==> config.mk <==
export PLATFORM = sky130hd
export DESIGN_NAME = aser_status
export DESIGN_NICKNAME = d
export VERILOG_FILES = /design/src/rtl/aser_pkg.sv /design/src/rtl/aser_status.sv
export SDC_FILE = /design/constraint.sdc
export NUM_CORES = 1
export LEC_CHECK = 0
export ABC_AREA = 0
export BUFFER_PORTS_ARGS = -buffer_cell sky130_fd_sc_hd__clkbuf_2
export CAP_MARGIN = 20
export CORE_ASPECT_RATIO = 1.4
export CORE_UTILIZATION = 40
export CTS_CLUSTER_SIZE = 25
export DETAILED_ROUTE_END_ITERATION = 8
export PLACE_DENSITY = 0.73
export SYNTH_ARGS = -nofsm -noshare
export SYNTH_HDL_FRONTEND = slang
export SYNTH_SLANG_ARGS = --single-unit
==> constraint.sdc <==
create_clock -name pclk -period 1.9 [get_ports pclk]
set_input_delay 0.285 -clock pclk [delete_from_list [all_inputs] [get_ports pclk]]
set_output_delay 0.285 -clock pclk [all_outputs]
set_load 0.03 [all_outputs]
==> src/rtl/aser_pkg.sv <==
// Constants and carriers for the async serial status block
// Assumes an APB master and per-port receiver/transmitter event logic
package aser_pkg;
    localparam int NPORT = 6;
    localparam int AW = 10;
    // Register indices; byte address is four times the index
    // Port order A, B, C, D, E, F from bit 0 upward
    localparam logic [5:0][7:0] STAT_IDX =
        {8'hdb, 8'hcb, 8'hf3, 8'he3, 8'hd3, 8'hc3};
    localparam logic [7:0] IRQ_EN_IDX = 8'hfe;
    localparam logic [5:0] IRQ_EN_RST = 6'h00;
    localparam logic [1:0] IDX_LSB = 2'h0;
    // Status bit positions
    localparam int B_RXF = 7;
    localparam int B_ADR = 6;
    localparam int B_OVR = 5;
    localparam int B_TXF = 3;
    localparam int B_BSY = 2;

    // Per-port events from receiver, transmitter and data register
    typedef struct packed {
        logic rx_load;       // Byte enters receive data register
        logic rx_ninth;      // Ninth (address) bit of that byte
        logic rx_frame_err;  // Bad stop bit on that byte
        logic rx_start;      // Start bit detected
        logic rx_shift_full; // Receive shift register holds a byte
        logic dr_read;       // Software reads data register
        logic dr_write;      // Software writes data register
        logic tx_take;       // Start bit begins, byte to shifter
        logic tx_stop_end;   // End of stop bit of sent character
    } aser_evt_t;

    typedef struct packed {
        logic rx_full;
        logic adr;
        logic ovr;
        logic tx_full;
        logic busy;
        logic rx_irq;
        logic tx_irq;
    } aser_port_t;

    typedef struct packed {
        aser_port_t [5:0] port;
        logic [5:0] irq_en;
        logic [5:0] irq;
        logic pready;
        logic pslverr;
        logic [31:0] prdata;
    } aser_st_t;
endpackage

==> src/rtl/aser_status.sv <==
// Status flags and interrupt requests of six async serial ports
// Assumes port events arrive on pclk and an APB master drives the bus
//
// Register access over APB was chosen for this implementation.
`timescale 1ns/10ps
module aser_status (
    input wire logic pclk, // 10 MHz clock
    input wire logic presetn, // Async reset, active low
    input wire logic psel, // APB select
    input wire logic penable, // APB access phase
    input wire logic pwrite, // APB write
    input wire logic [aser_pkg::AW-1:0] paddr, // APB byte address
    input wire logic [31:0] pwdata, // APB write data
    output logic [31:0] prdata, // APB read data
    output logic pready, // APB ready
    output logic pslverr, // APB error, unmapped address
    input wire aser_pkg::aser_evt_t [5:0] evt, // Per-port events
    output logic [5:0] irq // Per-port interrupt request
);

    aser_pkg::aser_st_t st_q;
    aser_pkg::aser_st_t st_d;
    logic acc;
    logic fire;
    logic en_hit;
    logic [5:0] stat_hit;
    logic [5:0] stat_wr;

    // Bus phase decode
    assign acc = psel & penable & ~st_q.pready;
    assign fire = psel & penable & st_q.pready;
    assign en_hit = (paddr == {aser_pkg::IRQ_EN_IDX, aser_pkg::IDX_LSB});

    // Per-port status address match
    genvar g;
    generate
        for (g = 0; g < aser_pkg::NPORT; g++)
        begin : g_dec
            assign stat_hit[g] =
                (paddr == {aser_pkg::STAT_IDX[g], aser_pkg::IDX_LSB});
            assign stat_wr[g] = fire & pwrite & stat_hit[g];
        end
    endgenerate

    // Next state of all ports and the bus slave
    always_comb
    begin
        logic rx_set;
        logic tx_set;
        logic [7:0] sbyte;
        logic [31:0] rd;
        rx_set = 1'b0;
        tx_set = 1'b0;
        sbyte = 8'h00;
        rd = 32'h0000_0000;
        st_d = st_q;
        for (int i = 0; i < aser_pkg::NPORT; i++)
        begin
            // Receive buffer full; a refill on the read cycle wins
            if (evt[i].rx_load)
                st_d.port[i].rx_full = 1'b1;
            else if (evt[i].dr_read)
                st_d.port[i].rx_full = 1'b0;
            // Address bit also marks a framing error
            if (evt[i].rx_load)
                st_d.port[i].adr = evt[i].rx_ninth |
                    evt[i].rx_frame_err;
            else if (evt[i].dr_read)
                st_d.port[i].adr = 1'b0;
            // Overrun: start bit while shifter and buffer hold bytes
            if (evt[i].rx_start & evt[i].rx_shift_full &
                st_q.port[i].rx_full)
                st_d.port[i].ovr = 1'b1;
            else if (evt[i].dr_read)
                st_d.port[i].ovr = 1'b0;
            // Receive request on a rise or on a refilling read
            rx_set = evt[i].rx_load &
                (~st_q.port[i].rx_full | evt[i].dr_read);
            if (rx_set)
                st_d.port[i].rx_irq = 1'b1;
            else if (evt[i].dr_read)
                st_d.port[i].rx_irq = 1'b0;
            // Transmit buffer full; a new write wins over the clear
            if (evt[i].dr_write)
                st_d.port[i].tx_full = 1'b1;
            else if (evt[i].tx_take | stat_wr[i])
                st_d.port[i].tx_full = 1'b0;
            // Busy from start bit until end of stop bit
            if (evt[i].tx_take)
                st_d.port[i].busy = 1'b1;
            else if (evt[i].tx_stop_end)
                st_d.port[i].busy = 1'b0;
            // Transmit request on buffer drain or on going idle
            tx_set = st_q.irq_en[i] &
                ((st_q.port[i].tx_full & evt[i].tx_take &
                  ~evt[i].dr_write) |
                 (st_q.port[i].busy & evt[i].tx_stop_end &
                  ~evt[i].tx_take & ~st_q.port[i].tx_full));
            if (tx_set)
                st_d.port[i].tx_irq = 1'b1;
            else if (evt[i].dr_write | stat_wr[i])
                st_d.port[i].tx_irq = 1'b0;
            // One request line per port
            st_d.irq[i] = st_d.port[i].rx_irq |
                st_d.port[i].tx_irq;
        end
        // Read data picked in the first access cycle
        for (int i = 0; i < aser_pkg::NPORT; i++)
        begin
            if (stat_hit[i])
            begin
                sbyte = 8'h00;
                sbyte[aser_pkg::B_RXF] = st_q.port[i].rx_full;
                sbyte[aser_pkg::B_ADR] = st_q.port[i].adr;
                sbyte[aser_pkg::B_OVR] = st_q.port[i].ovr;
                sbyte[aser_pkg::B_TXF] = st_q.port[i].tx_full;
                sbyte[aser_pkg::B_BSY] = st_q.port[i].busy;
                rd = {24'h00_0000, sbyte};
            end
        end
        if (en_hit)
            rd = {26'h000_0000, st_q.irq_en};
        // One wait state, then ready for one cycle
        st_d.pready = acc;
        if (acc)
        begin
            st_d.prdata = pwrite ? 32'h0000_0000 : rd;
            st_d.pslverr = ~en_hit & ~(|stat_hit);
        end
        else
        begin
            st_d.prdata = 32'h0000_0000;
            st_d.pslverr = 1'b0;
        end
        // Interrupt enable register; status writes carry no data
        if (fire & pwrite & en_hit)
            st_d.irq_en = pwdata[5:0];
    end

    // State register
    always_ff @(posedge pclk or negedge presetn)
    begin
        if (!presetn)
        begin
            st_q <= '0;
            st_q.irq_en <= aser_pkg::IRQ_EN_RST;
        end
        else
            st_q <= st_d;
    end

    // Outputs straight from the state register
    assign prdata = st_q.prdata;
    assign pready = st_q.pready;
    assign pslverr = st_q.pslverr;
    assign irq = st_q.irq;

    // Per-port flag behaviour
    generate
        for (g = 0; g < aser_pkg::NPORT; g++)
        begin : g_chk

        end
    endgenerate
endmodule

==> load_flow_metrics.sql, run 1 <==
INSERT INTO impl_metrics (metric_group, metric, value, unit) VALUES
('global_route', 'grt_first_pass_wirelength', '11500', 'um'),
('run_status', 'status', 'completed', ''),
('final_layout', 'fillerInstances', '732', ''),
('power', 'fin_total_pwr', '3280', 'uW'),
('worst_setup_path', 'required', '2.12', 'ns'),
('yosys', 'seq_area_frac_synth', '0.494', ''),
('route', 'vias', '2504', ''),
('timing', 'layout_setup_ws', '0.181', 'ns'),
('route', 'antenna_violating_nets_post_route', '0', ''),
('yosys', 'synth_cells', '319', ''),
('timing', 'final-max-slew-violation-count', '0', ''),
('power', 'pwr_density_cell', '842', 'nW/um2'),
('final_layout', 'post_route_cells_drive_above_1_share', '0.322', ''),
('final_layout', 'instances_no_fill', '513', ''),
('timing', 'finalHoldViolCount', '0', ''),
('clock_network', 'cts_setup_buffers', '0', ''),
('timing', 'setup-tns-final', '0', 'ns'),
('global_route', 'grt_use_total', '0.182', ''),
('placed_design', 'dp.final_hpwl', '5560', 'um'),
('route', 'length_of_the_first_detailed_routing_pass_in_iterations', '4', ''),
('route', 'route.detailed.wl_per_inst', '14.1', 'um'),
('yosys', 'postSynthAreaPerCell', '10.2', 'um2'),
('yosys', 'synth_cell_types', '46', ''),
('floorplanning', 'coreArea', '7800', 'um2'),
('route', 'met1Wirelength', '2940', 'um'),
('yosys', 'synth-edff-count', '0', ''),
('yosys', 'synth.ff_latch_count', '64', ''),
('yosys', 'yosys.cell_count.top_type', 'sky130_fd_sc_hd__dfrtp_1', ''),
('yosys', 'yosysTopAreaCell', 'sky130_fd_sc_hd__dfrtp_1', ''),
('route', 'dr_wl_met2', '3740', 'um'),
('worst_setup_path', 'worst-endpoint-arrival', '1.94', 'ns'),
('global_route', 'globalRoute.totalOverflow', '0', ''),
('power', 'vdd.ir_drop.worst', '361', 'uV'),
('worst_setup_path', 'critical_path.startpoint_type', 'flop', ''),
('clock_network', 'post_cts.resized_instances', '0', ''),
('worst_setup_path', 'critPathMaxFanout', '7', ''),
('floorplanning', 'initial_core_util', '0.415', ''),
('route', 'maxUsedRoutingLayer', 'met4', ''),
('flow_run', 'cap_violations', '0', ''),
('placed_design', 'buffer_ports.inserted', '90', ''),
('yosys', 'ys_top_cells_by_count', 'sky130_fd_sc_hd__dfrtp_1, sky130_fd_sc_hd__buf_4, sky130_fd_sc_hd__o21ai_0', ''),
('power', 'power.leakage', '0.00198', 'uW'),
('route', 'vias_per_cell', '4.88', ''),
('route', 'routed_wirelength', '7220', 'um'),
('final_layout', 'num_antenna_cells', '0', ''),
('clock_network', 'cts-hold-fix-buffers', '1', ''),
('final_layout', 'final_nets', '509', ''),
('yosys', 'asyncSetResetFlopFracSynth', '1.00', ''),
('clock_network', 'cts.sinks', '64', ''),
('yosys', 'synth_top_cells_by_area', 'sky130_fd_sc_hd__dfrtp_1, sky130_fd_sc_hd__buf_4, sky130_fd_sc_hd__o21ai_0, sky130_fd_sc_hd__nand2b_1, sky130_fd_sc_hd__mux4_2', ''),
('floorplanning', 'std_cell_rows', '38', ''),
('timing', 'final.period_utilization', '0.905', ''),
('clock_network', 'clock_tree.buffer_depth', '2', ''),
('yosys', 'dominant_synthesized_flop_cell', 'sky130_fd_sc_hd__dfrtp_1', ''),
('clock_network', 'worstSkewPairLatency', '0.34', 'ns'),
('timing', 'skew_final', '0.00968', 'ns'),
('worst_setup_path', 'critical_path_end_type', 'flop', ''),
('route', 'drcViolationCount', '0', ''),
('global_route', 'maximum_number_of_pins_on_one_net_before_global_route_repair', '65', ''),
('placed_design', 'pre_cts_slack', '0.143', 'ns'),
('clock_network', 'clkTransAtPathRegs', '0.07', 'ns'),
('route', 'met3_wirelength', '333', 'um'),
('placed_design', 'place_area', '3650', 'um2'),
('floorplanning', 'num_io_pins', '141', ''),
('placed_design', 'placed_cells', '496', ''),
('global_route', 'antenna_violations_before_repair', '0', ''),
('hold_path', 'min_path_type', 'input pin to flop', ''),
('placed_design', 'routabilityCongestion', '0.787', ''),
('route', 'detailedRoute.firstIterationViolations', '123', ''),
('timing', 'unrepaired_setup_endpoints_after_global_routing', 'no', ''),
('global_route', 'number_of_global_route_vias_before_repair', '2542', '');
-- path summary, 6_finish.rpt --
| check | depth (start not counted) | slack [ns] | to | from |
|---|---|---|---|---|
| hold / removal | 2 | 0.14 | st_q[69]$_DFFE_PN0P_ | evt[27] |
| max in group asynchronous | 3 | 1.14 | st_q[57]$_DFFE_PN0P_ | presetn |
| hold reg to reg | 1 | 0.51 | st_q[55]$_DFFE_PN0P_ | st_q[55]$_DFFE_PN0P_ |
| min in group asynchronous | 3 | 0.50 | st_q[48]$_DFFE_PN0P_ | presetn |
| setup reg to reg | 4 | 0.18 | st_q[44]$_DFFE_PN0P_ | pready$_DFF_PN0_ |
| setup / recovery | 4 | 0.18 | st_q[44]$_DFFE_PN0P_ | pready$_DFF_PN0_ |
-- cells by family (layout without fill, tap and decap cells) --
logic type / count (synthesis) / in the layout / share of synthesized area
AOI/OAI and AO/OA: 66 / 66 / 0.130
buffers and inverters: 72 / 143 / 0.131
DFF: 64 / 64 / 0.494
muxes: 11 / 11 / 0.0552
other: 1 / 24 / 0.00116
and+or+nand+nor: 105 / 105 / 0.189
-- placed cells by master, fill, tap and decap left out, types with 3 or more instances in the layout --
| master | count |
|---|---|
| sky130_fd_sc_hd__conb_1 | 24 |
| sky130_fd_sc_hd__or2_2 | 3 |
| sky130_fd_sc_hd__dfrtp_1 | 64 |
| sky130_fd_sc_hd__a31o_2 | 5 |
| sky130_fd_sc_hd__o211ai_1 | 4 |
| sky130_fd_sc_hd__and3_1 | 5 |
| sky130_fd_sc_hd__mux4_2 | 5 |
| sky130_fd_sc_hd__o21ai_0 | 34 |
| sky130_fd_sc_hd__clkbuf_2 | 90 |
| sky130_fd_sc_hd__nand3b_1 | 6 |
| sky130_fd_sc_hd__nor2_1 | 9 |
| sky130_fd_sc_hd__nor3_1 | 10 |
| sky130_fd_sc_hd__inv_1 | 29 |
| sky130_fd_sc_hd__nand3_1 | 9 |
| sky130_fd_sc_hd__clkbuf_8 | 12 |
| sky130_fd_sc_hd__nor2b_1 | 3 |
| sky130_fd_sc_hd__buf_4 | 6 |
| sky130_fd_sc_hd__o21bai_1 | 3 |
| sky130_fd_sc_hd__nand2_1 | 26 |
| sky130_fd_sc_hd__mux2_2 | 5 |
| sky130_fd_sc_hd__a21oi_1 | 5 |
| sky130_fd_sc_hd__nand2b_1 | 22 |
-- report_power, final --
group / switching, uW / internal [uW]
logic: 264 / 170
clock network: 507 / 848
registers: 50.1 / 1440
total: 821 / 2460
-- sequential cells by signal, summed over array words and instances (netlist names) --
| name | cells |
|---|---|
| prdata | 8 |
| pready | 1 |
| pslverr | 1 |
| st_q | 48 |
| irq | 6 |
-- per-layer routing --
metal | up-vias | GRT usage
met5 | - | 0
met4 | 0 | 0.0966
met3 | 17 | 0.0380
met2 | 81 | 0.322
met1 | 1189 | 0.205
li1 | 1217 | -
-- worst max-delay path: stages, from the launching register on --
cell and delay, ns:
sky130_fd_sc_hd__dfrtp_1 0.40, sky130_fd_sc_hd__and4_1 0.39, sky130_fd_sc_hd__nor4b_4 0.28, sky130_fd_sc_hd__buf_4 0.20, sky130_fd_sc_hd__mux2_2 0.33
-- metrics by stage --
stage	hold slack, ns	utilization
final	0.135	0.500
after global routing	0.144	0.500
after CTS	0.124	0.500
after detailed placement	0.330	0.468
after global placement	0.321	0.468
after floorplan	-0.0106	-
-- layout make-up --
type	count	area, um2	share of cell area
Sequential cell	64	1600	0.411
Clock inverter	2	60.1	0.0154
Timing Repair Buffer	98	526	0.135
Clock buffer	14	173	0.0443
Inverter	29	109	0.0279
Multi-Input combinational cell	206	1300	0.334
Tap cell	100	125	0.0321
(Power assumes the default switching activity.)
==> run 2, diff against run 1 <==
--- a/config.mk
+++ b/config.mk
@@ -5,7 +5,7 @@
 export SDC_FILE = /design/constraint.sdc
 export NUM_CORES = 1
 export LEC_CHECK = 0
-export ABC_AREA = 0
+export ABC_AREA = 1
 export BUFFER_PORTS_ARGS = -buffer_cell sky130_fd_sc_hd__clkbuf_2
 export CAP_MARGIN = 20
 export CORE_ASPECT_RATIO = 1.4
==> run 2 against run 1 <==
  * Count of clock-buffer cells in the layout down 3
  * Synthesized cell count up 24%
  * Wire length up 3.2%
  * Via count up 13%
  * Clock skew down 0.0010 ns
  * Die area up 2.3%
  * First-iteration DRC count up 6.5%
  * Sequential power about the same
  * Utilization about the same
  * Power down 6.1%
==> load_flow_metrics.sql, run 2 <==
INSERT INTO impl_metrics (metric_group, metric, value, unit) VALUES
('run_status', 'status', 'completed', ''),
('yosys', 'asyncSetResetFlopFracSynth', '1.00', ''),
('global_route', 'grt_first_pass_wirelength', '12300', 'um'),
('final_layout', 'area.growth.synth_to_final', '18.9', '%'),
('timing', 'finalHoldViolCount', '0', ''),
('worst_setup_path', 'critical_path.startpoint_type', 'flop', ''),
('final_layout', 'layout_common_cells', 'sky130_fd_sc_hd__clkbuf_2, sky130_fd_sc_hd__nand2_1, sky130_fd_sc_hd__dfrtp_1, sky130_fd_sc_hd__inv_1, sky130_fd_sc_hd__o21ai_0', ''),
('yosys', 'seq_area_frac_synth', '0.483', ''),
('floorplanning', 'initial_core_util', '0.420', ''),
('timing', 'maximum_clock_rate', '0.717', 'GHz'),
('yosys', 'synth.ff_latch_count', '64', ''),
('clock_network', 'clkTransAtPathRegs', '0.07', 'ns'),
('worst_setup_path', 'worstSetupStartpoint', 'pready$_DFF_PN0_', ''),
('yosys', 'synth_cells', '396', ''),
('timing', 'final.period_utilization', '0.734', ''),
('global_route', 'maximum_number_of_pins_on_one_net_before_global_route_repair', '35', ''),
('power', 'pwr_density_cell', '781', 'nW/um2'),
('timing', 'unrepaired_setup_endpoints_after_global_routing', 'no', ''),
('final_layout', 'leading_cell_type_in_the_layout_fill_and_taps_excluded', 'sky130_fd_sc_hd__clkbuf_2', ''),
('power', 'swShare', '0.272', ''),
('timing', 'timing.hold.ws', '0.133', 'ns'),
('clock_network', 'cts_tree', 'yes', ''),
('final_layout', 'post_route_cells_drive_above_1_share', '0.285', ''),
('timing', 'skew_final', '0.00865', 'ns'),
('route', 'antenna_violating_nets_post_route', '0', ''),
('clock_network', 'clock_tree.buffer_depth', '2', ''),
('placed_design', 'placed_cells', '574', ''),
('clock_network', 'cts-hold-fix-buffers', '1', ''),
('clock_network', 'worstSkewPairLatency', '0.35', 'ns'),
('worst_setup_path', 'r2r_start', 'pready$_DFF_PN0_', ''),
('global_route', 'number_of_global_route_vias_before_repair', '2749', ''),
('floorplanning', 'coreArea', '7890', 'um2'),
('hold_path', 'hp-start', 'evt[45]', ''),
('power', 'vdd.ir_drop.worst', '419', 'uV'),
('power', 'power.leakage', '0.00215', 'uW'),
('final_layout', 'largest_register_ffs', '48', ''),
('final_layout', 'postLayoutCoreUtil', '0.500', ''),
('floorplanning', 'floorplan.die.height', '110', 'um'),
('yosys', 'synth-warning-count', '0', ''),
('power', 'p_seq_frac', '0.480', ''),
('final_layout', 'instances_no_fill', '591', ''),
('worst_setup_path', 'critPathMaxFanout', '10', ''),
('timing', 'crit_path_time_final', '1.39', 'ns'),
('final_layout', 'final_nets', '587', ''),
('route', 'route.detailed.wl_per_inst', '12.6', 'um'),
('worst_setup_path', 'critical_path_end_type', 'flop', ''),
('clock_network', 'cell_chosen_for_the_clock_root', 'sky130_fd_sc_hd__clkbuf_8', ''),
('route', 'length_of_the_first_detailed_routing_pass_in_iterations', '4', ''),
('power', 'internal_power', '2240', 'uW'),
('yosys', 'synth_cell_types', '28', ''),
('placed_design', 'buffer_ports.inserted', '90', ''),
('final_layout', 'largest_register', 'st_q', ''),
('hold_path', 'timing.hold.worst_endpoint', 'st_q[83]$_DFFE_PN0P_', ''),
('yosys', 'yosys.cell_count.top_type', 'sky130_fd_sc_hd__nand2_1', ''),
('worst_setup_path', 'worst-endpoint-arrival', '1.63', 'ns'),
('clock_network', 'cts_setup_buffers', '0', ''),
('worst_setup_path', 'required', '2.14', 'ns'),
('yosys', 'yosysTopAreaCell', 'sky130_fd_sc_hd__dfrtp_1', ''),
('power', 'fin_total_pwr', '3080', 'uW'),
('placed_design', 'dp.final_hpwl', '6000', 'um'),
('route', 'vias_per_cell', '4.77', ''),
('power', 'power.share.clock', '0.388', ''),
('clock_network', 'cts.sinks', '64', ''),
('clock_network', 'htree_num_levels', '3', ''),
('floorplanning', 'die-width', '78.9', 'um'),
('placed_design', 'routabilityCongestion', '0.898', ''),
('timing', 'setup-tns-final', '0', 'ns'),
('floorplanning', 'design.die.area', '8660', 'um2'),
('clock_network', 'cts_bufs_inserted', '9', ''),
('yosys', 'postSynthAreaPerCell', '8.37', 'um2'),
('route', 'routed_wirelength', '7450', 'um'),
('hold_path', 'timing.hold.worst_path_depth', '2', ''),
('worst_setup_path', 'rrSetupSlack', '0.51', 'ns'),
('power', 'part_of_the_power_in_combinational_logic', '0.131', ''),
('timing', 'report.final.setup_viol', '0', ''),
('worst_setup_path', 'crit-reg2reg-capture', 'irq[0]$_DFF_PN0_', ''),
('yosys', 'syn_area', '3320', 'um2'),
('timing', 'final-max-slew-violation-count', '0', ''),
('global_route', 'antenna_violations_before_repair', '0', ''),
('global_route', 'grt_use_total', '0.190', ''),
('route', 'detailedRoute.firstIterationViolations', '131', ''),
('yosys', 'ys_top_cells_by_count', 'sky130_fd_sc_hd__nand2_1, sky130_fd_sc_hd__dfrtp_1, sky130_fd_sc_hd__inv_1', ''),
('flow_run', 'cap_violations', '0', ''),
('worst_setup_path', 'worstRegToRegCells', '6', ''),
('route', 'vias', '2822', ''),
('global_route', 'globalRoute.totalOverflow', '0', ''),
('floorplanning', 'std_cell_rows', '38', ''),
('clock_network', 'post_cts.resized_instances', '0', ''),
('final_layout', 'num_antenna_cells', '0', ''),
('worst_setup_path', 'path_class', 'flop to flop', ''),
('yosys', 'synth-edff-count', '0', ''),
('yosys', 'yosys.area.top_type_share', '0.483', ''),
('power', 'switchingPower', '838', 'uW'),
('route', 'drcViolationCount', '0', ''),
('yosys', 'synth_top_cells_by_area', 'sky130_fd_sc_hd__dfrtp_1, sky130_fd_sc_hd__buf_4, sky130_fd_sc_hd__nand2_1, sky130_fd_sc_hd__inv_1, sky130_fd_sc_hd__o21ai_0', ''),
('yosys', 'dominant_synthesized_flop_cell', 'sky130_fd_sc_hd__dfrtp_1', ''),
('hold_path', 'min_path_type', 'input pin to flop', ''),
('floorplanning', 'num_io_pins', '141', '');
==> run 2: power by group through the flow <==
stage | registers, uW | logic, uW | clock network (uW)
after floorplan | 1500 | 285 | 0
after global placement | 1500 | 397 | 0
after detailed placement | 1510 | 406 | 0
after CTS | 1480 | 410 | 1240
after global routing | 1490 | 454 | 1290
final | 1480 | 405 | 1200
==> run 2: logic make-up after synthesis <==
family,Yosys count,synth area share
buffers and inverters,105,0.162
DFF,64,0.483
AOI/OAI and AO/OA,74,0.128
and+or+nand+nor,152,0.226
other,1,0.00113
==> run 2: final cells by class <==
class	instances	area, um2
clock buffer	11	151
inverter	67	251
sequential	64	1600
multi-input combinational	250	1260
tap	100	125
timing repair buffer	94	495
clock inverter	5	55.1
fill	773	3950
==> run 2: how the worst max path moves through the flow <==
stage | end | slack [ns] | cells after the start
finish | irq[0]$_DFF_PN0_ | 0.51 | 6
global route | irq[0]$_DFF_PN0_ | 0.39 | 6
CTS | irq[0]$_DFF_PN0_ | 0.52 | 6
detailed placement | st_q[41]$_DFFE_PN0P_ | 0.27 | 8
global placement | st_q[43]$_DFFE_PN0P_ | 0.31 | 8
floorplan | irq[0]$_DFF_PN0_ | 0.36 | 6
==> run 2: per-layer routing <==
metal,global-route usage,vias to the layer above,part of all wire
li1,-,1400,-
met1,0.204,1306,0.40
met2,0.334,96,0.51
met3,0.0481,20,0.060
met4,0.117,0,0.034
met5,0,-,0
==> run 2: through the flow <==
step	instance area (um2)	setup slack [ns]
3_3_place_gp	3730	0.307
5_1_grt	3940	0.386
4_1_cts	3940	0.517
3_5_place_dp	3730	0.271
6_report	3940	0.505
2_1_floorplan	3400	0.361
==> run 2: critical path, stage by stage (launching register included) <==
cell                      delay, ns
sky130_fd_sc_hd__dfrtp_1       0.37
sky130_fd_sc_hd__nand4_1       0.18
sky130_fd_sc_hd__inv_2         0.23
sky130_fd_sc_hd__nand3_1       0.14
sky130_fd_sc_hd__nand3_1       0.09
sky130_fd_sc_hd__nand2_1       0.06
sky130_fd_sc_hd__or2_1         0.20
==> run 3, diff against run 2 <==
==> constraint.sdc (replaced) <==
create_clock -name pclk -period 1.4 [get_ports pclk]
set_input_delay 0.21 -clock pclk [delete_from_list [all_inputs] [get_ports pclk]]
set_output_delay 0.21 -clock pclk [all_outputs]
set_load 0.03 [all_outputs]
==> run 3 against run 2 <==
  * Design area grew 3.9%
  * Utilization is 1.9 points higher
  * Sequential share of layout area down 1.5 points
  * Power grew 40%
  * Flip-flop and latch count unchanged
  * Register-to-register slack got worse by 0.44 ns
  * Die area unchanged
  * Combinational power up 39%
  * Critical path depth down 1
  * Clock power increased by 45%
  * Via count grew 0.96%
  * Maximum frequency up 4.7%
  * Critical path type unchanged
==> load_flow_metrics.sql, run 3 (synthesized netlist as in run 2, its figures left out) <==
INSERT INTO impl_metrics (metric_group, metric, value, unit) VALUES
('floorplanning', 'num_io_pins', '141', ''),
('global_route', 'grt_first_pass_wirelength', '12700', 'um'),
('placed_design', 'dp.final_hpwl', '6150', 'um'),
('global_route', 'maximum_number_of_pins_on_one_net_before_global_route_repair', '65', ''),
('worst_setup_path', 'timing.critical_path.slowest_stage_cell', 'sky130_fd_sc_hd__dfrtp_2', ''),
('timing', 'layout_setup_ws', '0.0675', 'ns'),
('global_route', 'globalRoute.totalOverflow', '0', ''),
('clock_network', 'htree_num_levels', '3', ''),
('final_layout', 'area.growth.synth_to_final', '23.5', '%'),
('worst_setup_path', 'critical_path_end_type', 'flop', ''),
('global_route', 'antenna_violations_before_repair', '0', ''),
('floorplanning', 'initial_core_util', '0.420', ''),
('worst_setup_path', 'critical_path.startpoint_type', 'flop', ''),
('final_layout', 'largest_register_ffs', '48', ''),
('route', 'drcViolationCount', '0', ''),
('clock_network', 'worstSkewPairLatency', '0.34', 'ns'),
('power', 'switchingPower', '1130', 'uW'),
('final_layout', 'layout_common_cells', 'sky130_fd_sc_hd__clkbuf_2, sky130_fd_sc_hd__nand2_1, sky130_fd_sc_hd__dfrtp_1, sky130_fd_sc_hd__inv_1, sky130_fd_sc_hd__o21ai_0', ''),
('worst_setup_path', 'slowest_delay', '0.37', 'ns'),
('power', 'fin_total_pwr', '4310', 'uW'),
('worst_setup_path', 'worstRegToRegCells', '5', ''),
('final_layout', 'leading_cell_type_in_the_layout_fill_and_taps_excluded', 'sky130_fd_sc_hd__clkbuf_2', ''),
('route', 'length_of_the_first_detailed_routing_pass_in_iterations', '4', ''),
('placed_design', 'pre_cts_slack', '-0.0782', 'ns'),
('power', 'power.share.clock', '0.403', ''),
('final_layout', 'fillerInstances', '765', ''),
('route', 'vias', '2849', ''),
('flow_run', 'cap_violations', '0', ''),
('final_layout', 'largest_register', 'st_q', ''),
('floorplanning', 'die-width', '78.9', 'um'),
('clock_network', 'cts_tree', 'yes', ''),
('worst_setup_path', 'worst-endpoint-arrival', '1.56', 'ns'),
('worst_setup_path', 'path_class', 'flop to flop', ''),
('power', 'p_seq_frac', '0.466', ''),
('power', 'pwr_density_cell', '1050', 'nW/um2'),
('timing', 'skew_final', '0.00406', 'ns'),
('timing', 'finalHoldViolCount', '0', ''),
('timing', 'maximum_clock_rate', '0.750', 'GHz'),
('clock_network', 'cts.sinks', '64', ''),
('final_layout', 'post_route_cells_drive_above_1_share', '0.311', ''),
('floorplanning', 'floorplan.die.height', '110', 'um'),
('hold_path', 'min_path_type', 'input pin to flop', ''),
('power', 'power.leakage', '0.00224', 'uW'),
('timing', 'unrepaired_setup_endpoints_after_global_routing', 'yes', ''),
('worst_setup_path', 'cp_top_family', 'simple AND/OR/NAND/NOR gates', ''),
('global_route', 'number_of_global_route_vias_before_repair', '2955', ''),
('hold_path', 'timing.hold.worst_path_depth', '2', ''),
('placed_design', 'routabilityCongestion', '0.864', ''),
('route', 'route.detailed.wl_per_inst', '12.7', 'um'),
('floorplanning', 'std_cell_rows', '38', ''),
('clock_network', 'clock_tree.buffer_depth', '2', ''),
('final_layout', 'num_antenna_cells', '0', ''),
('timing', 'final-max-slew-violation-count', '0', ''),
('global_route', 'grt_use_total', '0.198', ''),
('power', 'internal_power', '3180', 'uW'),
('power', 'part_of_the_power_in_combinational_logic', '0.131', ''),
('route', 'routed_wirelength', '7670', 'um'),
('worst_setup_path', 'critical_path.n_buffers_inverters', '1', ''),
('floorplanning', 'coreArea', '7890', 'um2'),
('timing', 'final.period_utilization', '0.952', ''),
('final_layout', 'instances_no_fill', '605', ''),
('placed_design', 'placed_cells', '587', ''),
('power', 'swShare', '0.261', ''),
('route', 'antenna_violating_nets_post_route', '0', ''),
('run_status', 'status', 'completed', ''),
('clock_network', 'cell_chosen_for_the_clock_root', 'sky130_fd_sc_hd__clkbuf_8', ''),
('clock_network', 'clkTransAtPathRegs', '0.07', 'ns'),
('route', 'detailedRoute.firstIterationViolations', '178', ''),
('worst_setup_path', 'cp_num_cells', '5', ''),
('worst_setup_path', 'required', '1.63', 'ns'),
('clock_network', 'cts_bufs_inserted', '9', ''),
('worst_setup_path', 'critPathMaxFanout', '3', ''),
('floorplanning', 'design.die.area', '8660', 'um2'),
('timing', 'setup-tns-final', '0', 'ns'),
('route', 'vias_per_cell', '4.71', ''),
('timing', 'crit_path_time_final', '1.33', 'ns'),
('final_layout', 'final_nets', '601', ''),
('worst_setup_path', 'crit_path_cell_trace', 'nand4_1 > buf_4 > o211ai_1 > nand2_1 > or2_1', ''),
('placed_design', 'buffer_ports.inserted', '90', ''),
('timing', 'report.final.setup_viol', '0', ''),
('power', 'vdd.ir_drop.worst', '637', 'uV');
-- run 3: final timing paths --
check                                      start                   end  slack, ns
worst max-delay path            pready$_DFF_PN0_      irq[1]$_DFF_PN0_       0.07
worst min-delay path                      evt[9]  st_q[55]$_DFFE_PN0P_       0.06
worst max register to register  pready$_DFF_PN0_      irq[1]$_DFF_PN0_       0.07
worst min register to register  pready$_DFF_PN0_      pready$_DFF_PN0_       0.48
max in group asynchronous                presetn      pready$_DFF_PN0_       0.71
min in group asynchronous                presetn      irq[3]$_DFF_PN0_       0.42
-- run 3: final cells by class --
class,instances,area (um2),share of cell area
flip-flops and latches,64,1600,0.391
multi-input cells,250,1270,0.310
repair buffers,108,626,0.153
inverters,67,251,0.0614
clock buffers,10,138,0.0336
well taps,100,125,0.0305
clock inverters,6,82.6,0.0202
-- run 3: routing by layer --
layer / vias to the layer above / global-route usage / routed length [um]
met3: 20 / 0.0506 / 384
met1: 1314 / 0.202 / 2870
li1: 1425 / - / -
met2: 90 / 0.368 / 4190
met4: 0 / 0.104 / 229
met5: - / 0 / 0
-- run 3: worst reg2reg max path, delay by kind of cell, from the launching register on --
kind | cells | cell delay, ns
DFF | 1 | 0.37
and+or+nand+nor | 3 | 0.48
AOI/OAI and AO/OA | 1 | 0.15
buffers and inverters | 1 | 0.22
-- run 3: repair_timing --
item                       4_1_cts  5_1_grt
hold buffers                     1        0
pin swaps                        0        2
setup endpoints to repair        1        2
hold endpoints to repair        64        0
gates resized for setup          0        1
setup buffers                    1        0
-- run 3: metrics by stage --
stage	instance area [um2]	utilization	hold slack, ns
final	4100	0.519	0.0634
after floorplan	3410	-	-0.0856
after CTS	4090	0.519	0.0556
after global routing	4100	0.519	0.0680
after detailed placement	3860	0.489	0.253
after global placement	3860	0.489	0.253
-- run 3: power groups by stage --
stage / Sequential [uW] / Combinational [uW] / Clock (uW)
floorplan: 2030 / 387 / 0
detailed placement: 2040 / 564 / 0
global placement: 2040 / 550 / 0
CTS: 2010 / 571 / 1780
finish: 2010 / 564 / 1740
global route: 2020 / 633 / 1880
